**src/gpa_consts.vh**
```
// Constants for the four-bit port with wake-up
`ifndef GPA_CONSTS_VH
`define GPA_CONSTS_VH
`define GPA_SEL_DATA 2'h0
`define GPA_SEL_DIR 2'h1
`define GPA_SEL_PULL 2'h2
`define GPA_SEL_WAKE 2'h3
`define GPA_RST_DATA 4'hf
`define GPA_RST_DIR 4'hf
`define GPA_RST_PULL 4'h0
`define GPA_RST_WAKE 4'h0
`define GPA_PINS 4
`endif

```
**src/gpa_port.v**
```verilog
// Four-bit bidirectional port with pull-high and falling-edge wake-up
// Function
// - Data read of an input pin returns the live synchronised pin level.
// - Written data held in output latch until software rewrites it.
// - Direction bit 1 makes pin input; 0 drives latch as CMOS output; pins with pin_open_drain_i set drive only the low level.
// - Data read of an output pin returns the latch, not the pin.
// - Power-on or normal watchdog reset sets data and direction to ones.
// - Pull-high bit 1 enables weak pull-high; 0 disables it.
// - Pull-high only when pin is digital input or open-drain output.
// - Enabled pin falling edge wakes device from sleep or idle.
// - Wake-up enable honoured only for input pins in sleep or idle.
// - Bits 7 to 4 ignore writes and read as zero.
// - Watchdog time-out in sleep or idle leaves all port registers.
// - Each register is its own data-memory location.
// - Bit i of each register acts only on pin i.
`timescale 1ns/1ps
`include "gpa_consts.vh"
module gpa_port
(
    input wire clk_sys_i,
    input wire rst_i,
    input wire wdt_timeout_i,
    input wire low_power_i,
    input wire [1:0] reg_sel_i,
    input wire reg_wr_i,
    input wire reg_rd_i,
    input wire [7:0] reg_wdata_i,
    output reg [7:0] reg_rdata_o,
    input wire [3:0] pin_in_i,
    input wire [3:0] pin_func_gpio_i,
    input wire [3:0] pin_open_drain_i,
    output wire [3:0] pin_out_o,
    output wire [3:0] pin_oe_o,
    output wire [3:0] pin_pullup_o,
    output wire wakeup_o
);
    reg [3:0] port_a_data_latch;
    reg [3:0] port_a_direction;
    reg [3:0] port_a_pullup_enable;
    reg [3:0] port_a_wakeup_enable;
    reg [3:0] pin_meta;
    reg [3:0] pin_sync;
    reg [3:0] pin_prev;
    reg [3:0] next_rdata;
    wire full_reset;
    wire wr_data;
    wire wr_dir;
    wire wr_pull;
    wire wr_wake;
    wire [3:0] fall;
    wire [3:0] wake_hit;

    // Register select decode, shared by all four write strobes
    function gpa_sel_is;
        input [1:0] sel;
        input [1:0] code;
        begin
            gpa_sel_is = (sel == code);
        end
    endfunction

    // Pin behaves as a plain port input
    function gpa_is_input;
        input func_gpio;
        input dir_bit;
        begin
            gpa_is_input = func_gpio & dir_bit;
        end
    endfunction

    // Sleep time-out only restarts the core, port keeps its state
    assign full_reset = rst_i | (wdt_timeout_i & ~low_power_i);

    assign wr_data = reg_wr_i & gpa_sel_is(reg_sel_i, `GPA_SEL_DATA);
    assign wr_dir = reg_wr_i & gpa_sel_is(reg_sel_i, `GPA_SEL_DIR);
    assign wr_pull = reg_wr_i & gpa_sel_is(reg_sel_i, `GPA_SEL_PULL);
    assign wr_wake = reg_wr_i & gpa_sel_is(reg_sel_i, `GPA_SEL_WAKE);

    // Output latch holds until software rewrites it
    always @(posedge clk_sys_i)
    begin
        if (full_reset)
        begin
            port_a_data_latch <= `GPA_RST_DATA;
        end
        else if (wr_data)
        begin
            // Upper bits dropped on write
            port_a_data_latch <= reg_wdata_i[3:0];
        end
    end

    always @(posedge clk_sys_i)
    begin
        if (full_reset)
        begin
            port_a_direction <= `GPA_RST_DIR;
        end
        else if (wr_dir)
        begin
            port_a_direction <= reg_wdata_i[3:0];
        end
    end

    always @(posedge clk_sys_i)
    begin
        if (full_reset)
        begin
            port_a_pullup_enable <= `GPA_RST_PULL;
        end
        else if (wr_pull)
        begin
            port_a_pullup_enable <= reg_wdata_i[3:0];
        end
    end

    always @(posedge clk_sys_i)
    begin
        if (full_reset)
        begin
            port_a_wakeup_enable <= `GPA_RST_WAKE;
        end
        else if (wr_wake)
        begin
            port_a_wakeup_enable <= reg_wdata_i[3:0];
        end
    end

    // Pins are asynchronous; two flops before use
    always @(posedge clk_sys_i)
    begin
        if (rst_i)
        begin
            pin_meta <= 4'hf;
            pin_sync <= 4'hf;
            pin_prev <= 4'hf;
        end
        else
        begin
            pin_meta <= pin_in_i;
            pin_sync <= pin_meta;
            pin_prev <= pin_sync;
        end
    end

    // Edge history starts high, so a pin already low at reset release shows one fall
    assign fall = pin_prev & ~pin_sync;

    genvar i;
    generate
        for (i = 0; i < `GPA_PINS; i = i + 1)
        begin : g_pin
            // Open-drain drives only low
            assign pin_oe_o[i] = ~port_a_direction[i] & pin_func_gpio_i[i]
                & ~(pin_open_drain_i[i] & port_a_data_latch[i]);
            assign pin_out_o[i] = port_a_data_latch[i];
            assign pin_pullup_o[i] = port_a_pullup_enable[i]
                & (gpa_is_input(pin_func_gpio_i[i], port_a_direction[i])
                | pin_open_drain_i[i]);
            assign wake_hit[i] = port_a_wakeup_enable[i]
                & gpa_is_input(pin_func_gpio_i[i], port_a_direction[i])
                & low_power_i & fall[i];
        end
    endgenerate

    // Any enabled pin wakes the core
    assign wakeup_o = |wake_hit;

    always @*
    begin
        next_rdata = 4'h0;
        case (reg_sel_i)
            `GPA_SEL_DATA:
            begin
                // Input pins read live, output pins read the latch
                next_rdata = (port_a_direction & pin_sync)
                    | (~port_a_direction & port_a_data_latch);
            end
            `GPA_SEL_DIR:
            begin
                next_rdata = port_a_direction;
            end
            `GPA_SEL_PULL:
            begin
                next_rdata = port_a_pullup_enable;
            end
            `GPA_SEL_WAKE:
            begin
                next_rdata = port_a_wakeup_enable;
            end
            default:
            begin
                next_rdata = 4'h0;
            end
        endcase
    end

    // Read data held until the next read
    always @(posedge clk_sys_i)
    begin
        if (rst_i)
        begin
            reg_rdata_o <= 8'h00;
        end
        else if (reg_rd_i)
        begin
            // Unused upper bits always read as zero
            reg_rdata_o <= {4'h0, next_rdata};
        end
    end
endmodule

```
**config.mk**
```make
export PLATFORM = sky130hd
export DESIGN_NAME = gpa_port
export DESIGN_NICKNAME = d
export VERILOG_FILES = /design/src/gpa_port.v
export VERILOG_INCLUDE_DIRS = /design/src
export SDC_FILE = /design/constraint.sdc
export NUM_CORES = 1
export LEC_CHECK = 0
export BUFFER_PORTS_ARGS = -buffer_cell sky130_fd_sc_hd__clkbuf_2
export CORE_UTILIZATION = 52
export DETAILED_ROUTE_END_ITERATION = 16
export PLACE_DENSITY = 0.82
export SLEW_MARGIN = 20
export SYNTH_ARGS = -nofsm -noshare
export SYNTH_HDL_FRONTEND = slang
export SYNTH_SLANG_ARGS = --single-unit
```
**constraint.sdc**
```tcl
create_clock -name clk_sys_i -period 1.6 [get_ports clk_sys_i]
set_input_delay 0.08 -clock clk_sys_i [delete_from_list [all_inputs] [get_ports clk_sys_i]]
set_output_delay 0.08 -clock clk_sys_i [all_outputs]
set_load 0.05 [all_outputs]
```
==> impl_results.md, run 1 <==
* Run status: complete, no violations
* Cell Rows at 18
* Adder and majority gate portion of the synthesized area at 0
* Met1 usage at 0.254
* Worst Hold Class: in2reg
* Switching Fraction at 0.281
* Die width at approximately 54 um
* Max cap viols at 0
* Post-route insts no fill at 226
* DRC Markers at 0
* Wire per inst at 13.7 um
* CP Data Required Time at ~1500 ps
* Slew Viols, Final at 0
* Ys flop type: dfxtp_1
* Fmax at just under 0.7 GHz
* CP arrival at 1390 ps
* Hold-critical path depth at 3
* Layout filler cell count at roughly 210
* Pwr Density at 885 mW/mm^2
* # Post-CTS Setup Buffers at 0
* Clock Latency Late Sink at 340 ps
* Leak at 0.000823 uW
* Pint at 1120 uW
* Setup ws final at between 100 and 150 ps
* Vias in the first global route at 1111
* Gpl congestion at between 0.7 and 0.8
* Clk_skew at 10.2 ps
* Post-synth EDFFs at 0
* Global-route wire length before repair at 4770 um
* HP Start: reg_wdata_i[3]
* Share of layout cells above drive strength 1 at 0.362
* M2 GR Usage at 0.431
* Final Cycle Share at 0.921
* Gr usage total at 0.238
* Async SR Flop Fraction at 0
* Type of the worst setup path: reg2out
* Routed WL at around 3100 um
* Post-Synth XOR/XNOR Area at 0
* Hold Violations, Final at 0
* TritonCTS clock tree: yes
* Hold Path End: port_a_direction[3]
* R2r setup slk at about 700 ps
* Initial core utilization at 0.565
* Overflow after GRT at 0
* Final Critical Period at 1470 ps
* Area delta synth->final at 23.6%
* CP Capture Type: primary output
* Die height at 54.4 um
* Die area at slightly below 0.003 mm^2
* Largest family of logic cells by synthesized area: simple AND/OR/NAND/NOR gates
* # setup viols final at 0
* Seq pwr share at 0.541
* Iteration-0 DRC Markers at 15
* Most frequent cells in the layout: clkbuf_2, dfxtp_1, mux2i_1, or2_2, inv_1
* DPL Wire Length at approximately 2300 um
* Syn Inst Count at 147
* TritonRoute pass-1 iters at 4
* FF-to-FF path depth at 3
* Synth warn at 0
* Ant diodes at 0
* GR Layer Usage met3 at 0.0861
* Crit Path Max Fanout at 3
* Post-synthesis sequential area ratio at 0.450
* Initial antenna violation count at 0
* Worst r2r dst: reg_rdata_o[1]
* Clk sinks at 32
* Core ar. at 0.00252 mm^2
* Io pins at 49
* Psw at 437 uW
* Drt via density at ~5.3
* Net count, final at 223
* Post-synthesis mux area share at 0.140
* CTS Buf Count at 5
* Via count at 1200
* Max clock buf depth at 2
* Syn_area_per_cell at a little under 10 um^2
* Clk slew on worst S/H paths at around 100 ps
* H-tree levels at 2
* Largest net degree at the start of global routing at 20
* Synth Area in Compound Gates at 0.117
* Comb pwr share at 0.152
* Inst Count DP at 212
* Unrepaired setup endpoints after global routing: no
* Gr busiest metal: met2
* Yosys cell types at 24
* VDD IR max at 804 uV
* Clk root buf: clkbuf_4
* Reg2reg start: port_a_direction[1]
* TNS Setup at 0 ps
* Post-synthesis register bit count at 32
* Clock power share at 0.307
* Antenna-violating nets left at 0
* Leading cell type in the layout, fill and taps excluded: clkbuf_2
* Post-synthesis simple-gate area fraction at 0.219
* Port bufs at 40
* Dpl ws at 369 ps
* Mapped cell area at 0.00143 mm^2
* Critical Path Start Type: flip-flop
[layer usage]
| layer | routed length (um) | part of all wire |
|---|---|---|
| met1 | 1290 | 0.42 |
| met2 | 1600 | 0.52 |
| met3 | 158 | 0.051 |
| met4 | 38 | 0.012 |
| met5 | 0 | 0 |
[cell usage after synthesis (5+ instances only)]
master,n,area share
dfxtp_1,32,0.45
mux2i_1,20,0.14
or2_2,12,0.053
inv_1,9,0.024
nand2_1,8,0.021
nor2_1,8,0.021
nor2b_1,8,0.035
a21o_1,5,0.026
a21oi_1,5,0.018
buf_4,5,0.026
[cells by family after synthesis]
group,count (synthesis)
flops,32
simple gates,53
compound gates,23
other cells,1
mux,20
buf+inv,18
[area by class of cell]
cell class / count / area, um^2 / share of cell area
clock buffers: 6 / 51.3 / 0.0291
clock inverters: 2 / 10.0 / 0.00568
inverters: 9 / 33.8 / 0.0192
multi-input cells: 100 / 714 / 0.406
flip-flops and latches: 32 / 644 / 0.366
well taps: 30 / 37.5 / 0.0213
repair buffers: 47 / 270 / 0.153
[registers in the layout, summed over array words and instances (netlist names)]
register / count
pin_out_o: 4
pin_sync: 4
port_a_pullup_enable: 4
port_a_direction: 4
reg_rdata_o: 4
port_a_wakeup_enable: 4
pin_prev: 4
pin_meta: 4
[critical path, stage by stage (launching register included)]
cell and delay, ps:
dfxtp_1 330, nor2b_1 110, nand4_1 130, a41oi_1 230
clkbuf_4 260
[metrics by stage]
step,total power (uW),utilization,hold slack [ps],instance area (um^2)
after detailed placement,1090,0.648,266,1630
final,1560,0.698,12.1,1760
after CTS,1570,0.696,6.77,1760
after floorplan,1030,-,184,1460
after global placement,1080,0.648,262,1630
after global routing,1630,0.698,2.15,1760
[how the worst max path moves through the flow]
stage	end	slack [ps]	startpoint	cells past startpoint
5_1_grt	wakeup_o	20	pin_sync[2]	4
3_3_place_gp	wakeup_o	400	port_a_direction[3]	3
2_1_floorplan	wakeup_o	110	port_a_direction[3]	2
4_1_cts	wakeup_o	20	port_a_direction[3]	3
6_report	wakeup_o	130	pin_sync[3]	4
3_5_place_dp	pin_out_o[3]	370	reg_sel_i[0]	4
[timing repair]
action                     CTS  global route
gates resized for setup      0             5
hold buffers                 6             0
hold endpoints to repair     6             0
setup endpoints to repair    0             1
[power by group through the flow]
stage / sequential [uW] / combinational, uW / clock, uW
6_report: 843 / 238 / 478
2_1_floorplan: 889 / 137 / 0
5_1_grt: 847 / 256 / 532
3_3_place_gp: 860 / 221 / 0
3_5_place_dp: 861 / 226 / 0
4_1_cts: 843 / 238 / 491
Note: power is estimated with default switching activity, not from simulation.
==> run 2, diff against run 1 <==
--- a/config.mk
+++ b/config.mk
@@ -7,7 +7,9 @@
 export NUM_CORES = 1
 export LEC_CHECK = 0
 export BUFFER_PORTS_ARGS = -buffer_cell sky130_fd_sc_hd__clkbuf_2
-export CORE_UTILIZATION = 52
+export CELL_PAD_IN_SITES_DETAIL_PLACEMENT = 1
+export CELL_PAD_IN_SITES_GLOBAL_PLACEMENT = 2
+export CORE_UTILIZATION = 31
 export DETAILED_ROUTE_END_ITERATION = 16
 export PLACE_DENSITY = 0.82
 export SLEW_MARGIN = 20
==> run 2 against run 1 <==
Net effect: maximum frequency increased by 3.4%; combinational power about the same; hold slack improved by 61 ps; power increased by 9.9%.
==> impl_results.md, run 2 (synthesis results as in run 1) <==
* Iteration-0 DRC Markers at 52
* Overflow after GRT at 0
* TritonCTS clock tree: yes
* Hold Violations, Final at 0
* Clk root buf: clkbuf_8
* Run status: complete, no violations
* Crit path buffers/inverters at 1
* Share of layout cells above drive strength 1 at 0.351
* Initial core utilization at 0.325
* Clock Latency Late Sink at 280 ps
* VDD IR max at between 400 and 500 uV
* Die area at 0.00487 mm^2
* Worst Hold Class: in2reg
* Final Critical Period at roughly 1400 ps
* Final Cycle Share at 0.890
* Vias in the first global route at 1200
* Clk sinks at 32
* Layout filler cell count at 522
* Clk_skew at 4.41 ps
* Most frequent cells in the layout: clkbuf_2, dfxtp_1, mux2i_1, or2_2, inv_1
* CP Data Required Time at 1520 ps
* Initial antenna violation count at 0
* Gpl congestion at between 0.8 and 0.9
* Io pins at 49
* Global-route wire length before repair at 5930 um
* Util after Layout at 0.410
* Worst hold slack at 73.5 ps
* Area delta synth->final at 26.1%
* Net count, final at 221
* Wire per inst at ~14 um
* Leading cell type in the layout, fill and taps excluded: clkbuf_2
* Antenna-violating nets left at 0
* Fmax at 0.702 GHz
* CP arrival at 1340 ps
* Type of the worst setup path: reg2out
* HP Start: reg_wdata_i[2]
* CP delay by family, top: flip-flops
* Reg2reg start: pin_sync[0]
* Port bufs at 40
* TritonRoute pass-1 iters at 2
* Routed WL at around 3600 um
* Via count at 1197
* CP max-delay cell: dfxtp_1
* DRC Markers at 0
* Crit path largest cell delay at 320 ps
* Ant diodes at 0
* Slew Viols, Final at 0
* TNS Setup at 0 ps
* Largest net degree at the start of global routing at 20
* Clk slew on worst S/H paths at 60 ps
* Unrepaired setup endpoints after global routing: no
* Max cap viols at 0
* Pwr Density at 953 mW/mm^2
* CP Capture Type: primary output
* Critical Path Start Type: flip-flop
* Critical Path Start: pin_sync[2]
* Die height at 69.8 um
* Leak at 0.000823 uW
* DPL Wire Length at 2680 um
* Max clock buf depth at 2
* Core ar. at 0.00438 mm^2
* Critical path cell sequence: nor2b_1, nand4_1, a41oi_1, buf_4
* # setup viols final at 0
* Gr usage total at 0.159
* # Post-CTS Setup Buffers at 0
* CTS Buf Count at 5
* Crit Path Max Fanout at 3
* Die width at 69.8 um
* H-tree levels at 2
* Fin area at 0.00180 mm^2
* Cell Rows at 24
* Placed Area at ~0.0017 mm^2
* Drt via density at between 4 and 5
[run 2: cell count changes in the layout (fill, tap and decap cells not counted)]
cell	delta
buf_4	+1
clkbuf_8	+5
clkinv_2	-2
dfxtp_2	-1
dlygate4sd3_1	-2
clkbuf_1	+2
dfxtp_1	+1
clkbuf_4	-6
[run 2: timing repair]
item / 4_1_cts / 5_1_grt
endpoints found under the setup margin: 0 / 1
hold buffers: 4 / 0
gates resized for setup: 0 / 5
endpoints found under the hold margin: 4 / 0
[run 2: layer usage]
layer,track usage,vias up,routed length (um)
li1,-,589,-
met1,0.197,566,1630
met2,0.259,35,1700
met3,0.0392,7,165
met4,0.0733,0,60
met5,0,-,0
[run 2: where the power goes]
part	switching, uW	total (uW)	internal [uW]
sequential	19.5	845	826
clock	282	632	350
combinational	150	235	84.9
total	452	1710	1260
[run 2: metrics by stage]
| step | std cells | worst slack [ps] | power, uW |
|---|---|---|---|
| after global placement | 234 | 363 | 1090 |
| final | 246 | 175 | 1710 |
| after global routing | 246 | 43.6 | 1790 |
| after CTS | 246 | 53.1 | 1740 |
| after floorplan | 150 | 111 | 1030 |
| after detailed placement | 234 | 369 | 1090 |
[run 2: worst reg2reg max path: cells and delay by family, from the launching register on]
family             cells  cell delay (ps)
DFF                    1              340
AOI/OAI and AO/OA      2              310
and+or+nand+nor        1              250
[run 2: worst paths after layout]
path | slack [ps] | endpoint | depth (start not counted)
setup reg to reg | 580 | reg_rdata_o[0] | 3
setup / recovery | 180 | wakeup_o | 4
hold reg to reg | 410 | pin_sync[0] | 1
hold / removal | 70 | pin_out_o[2] | 3
[run 2: area by class of cell]
class                      count  area (um^2)  share of cell area
timing repair buffer          45          250               0.139
tap                           52         65.1              0.0362
sequential                    32          643               0.358
inverter                       9         33.8              0.0188
clock buffer                   8         90.1              0.0501
multi-input combinational    100          714               0.398
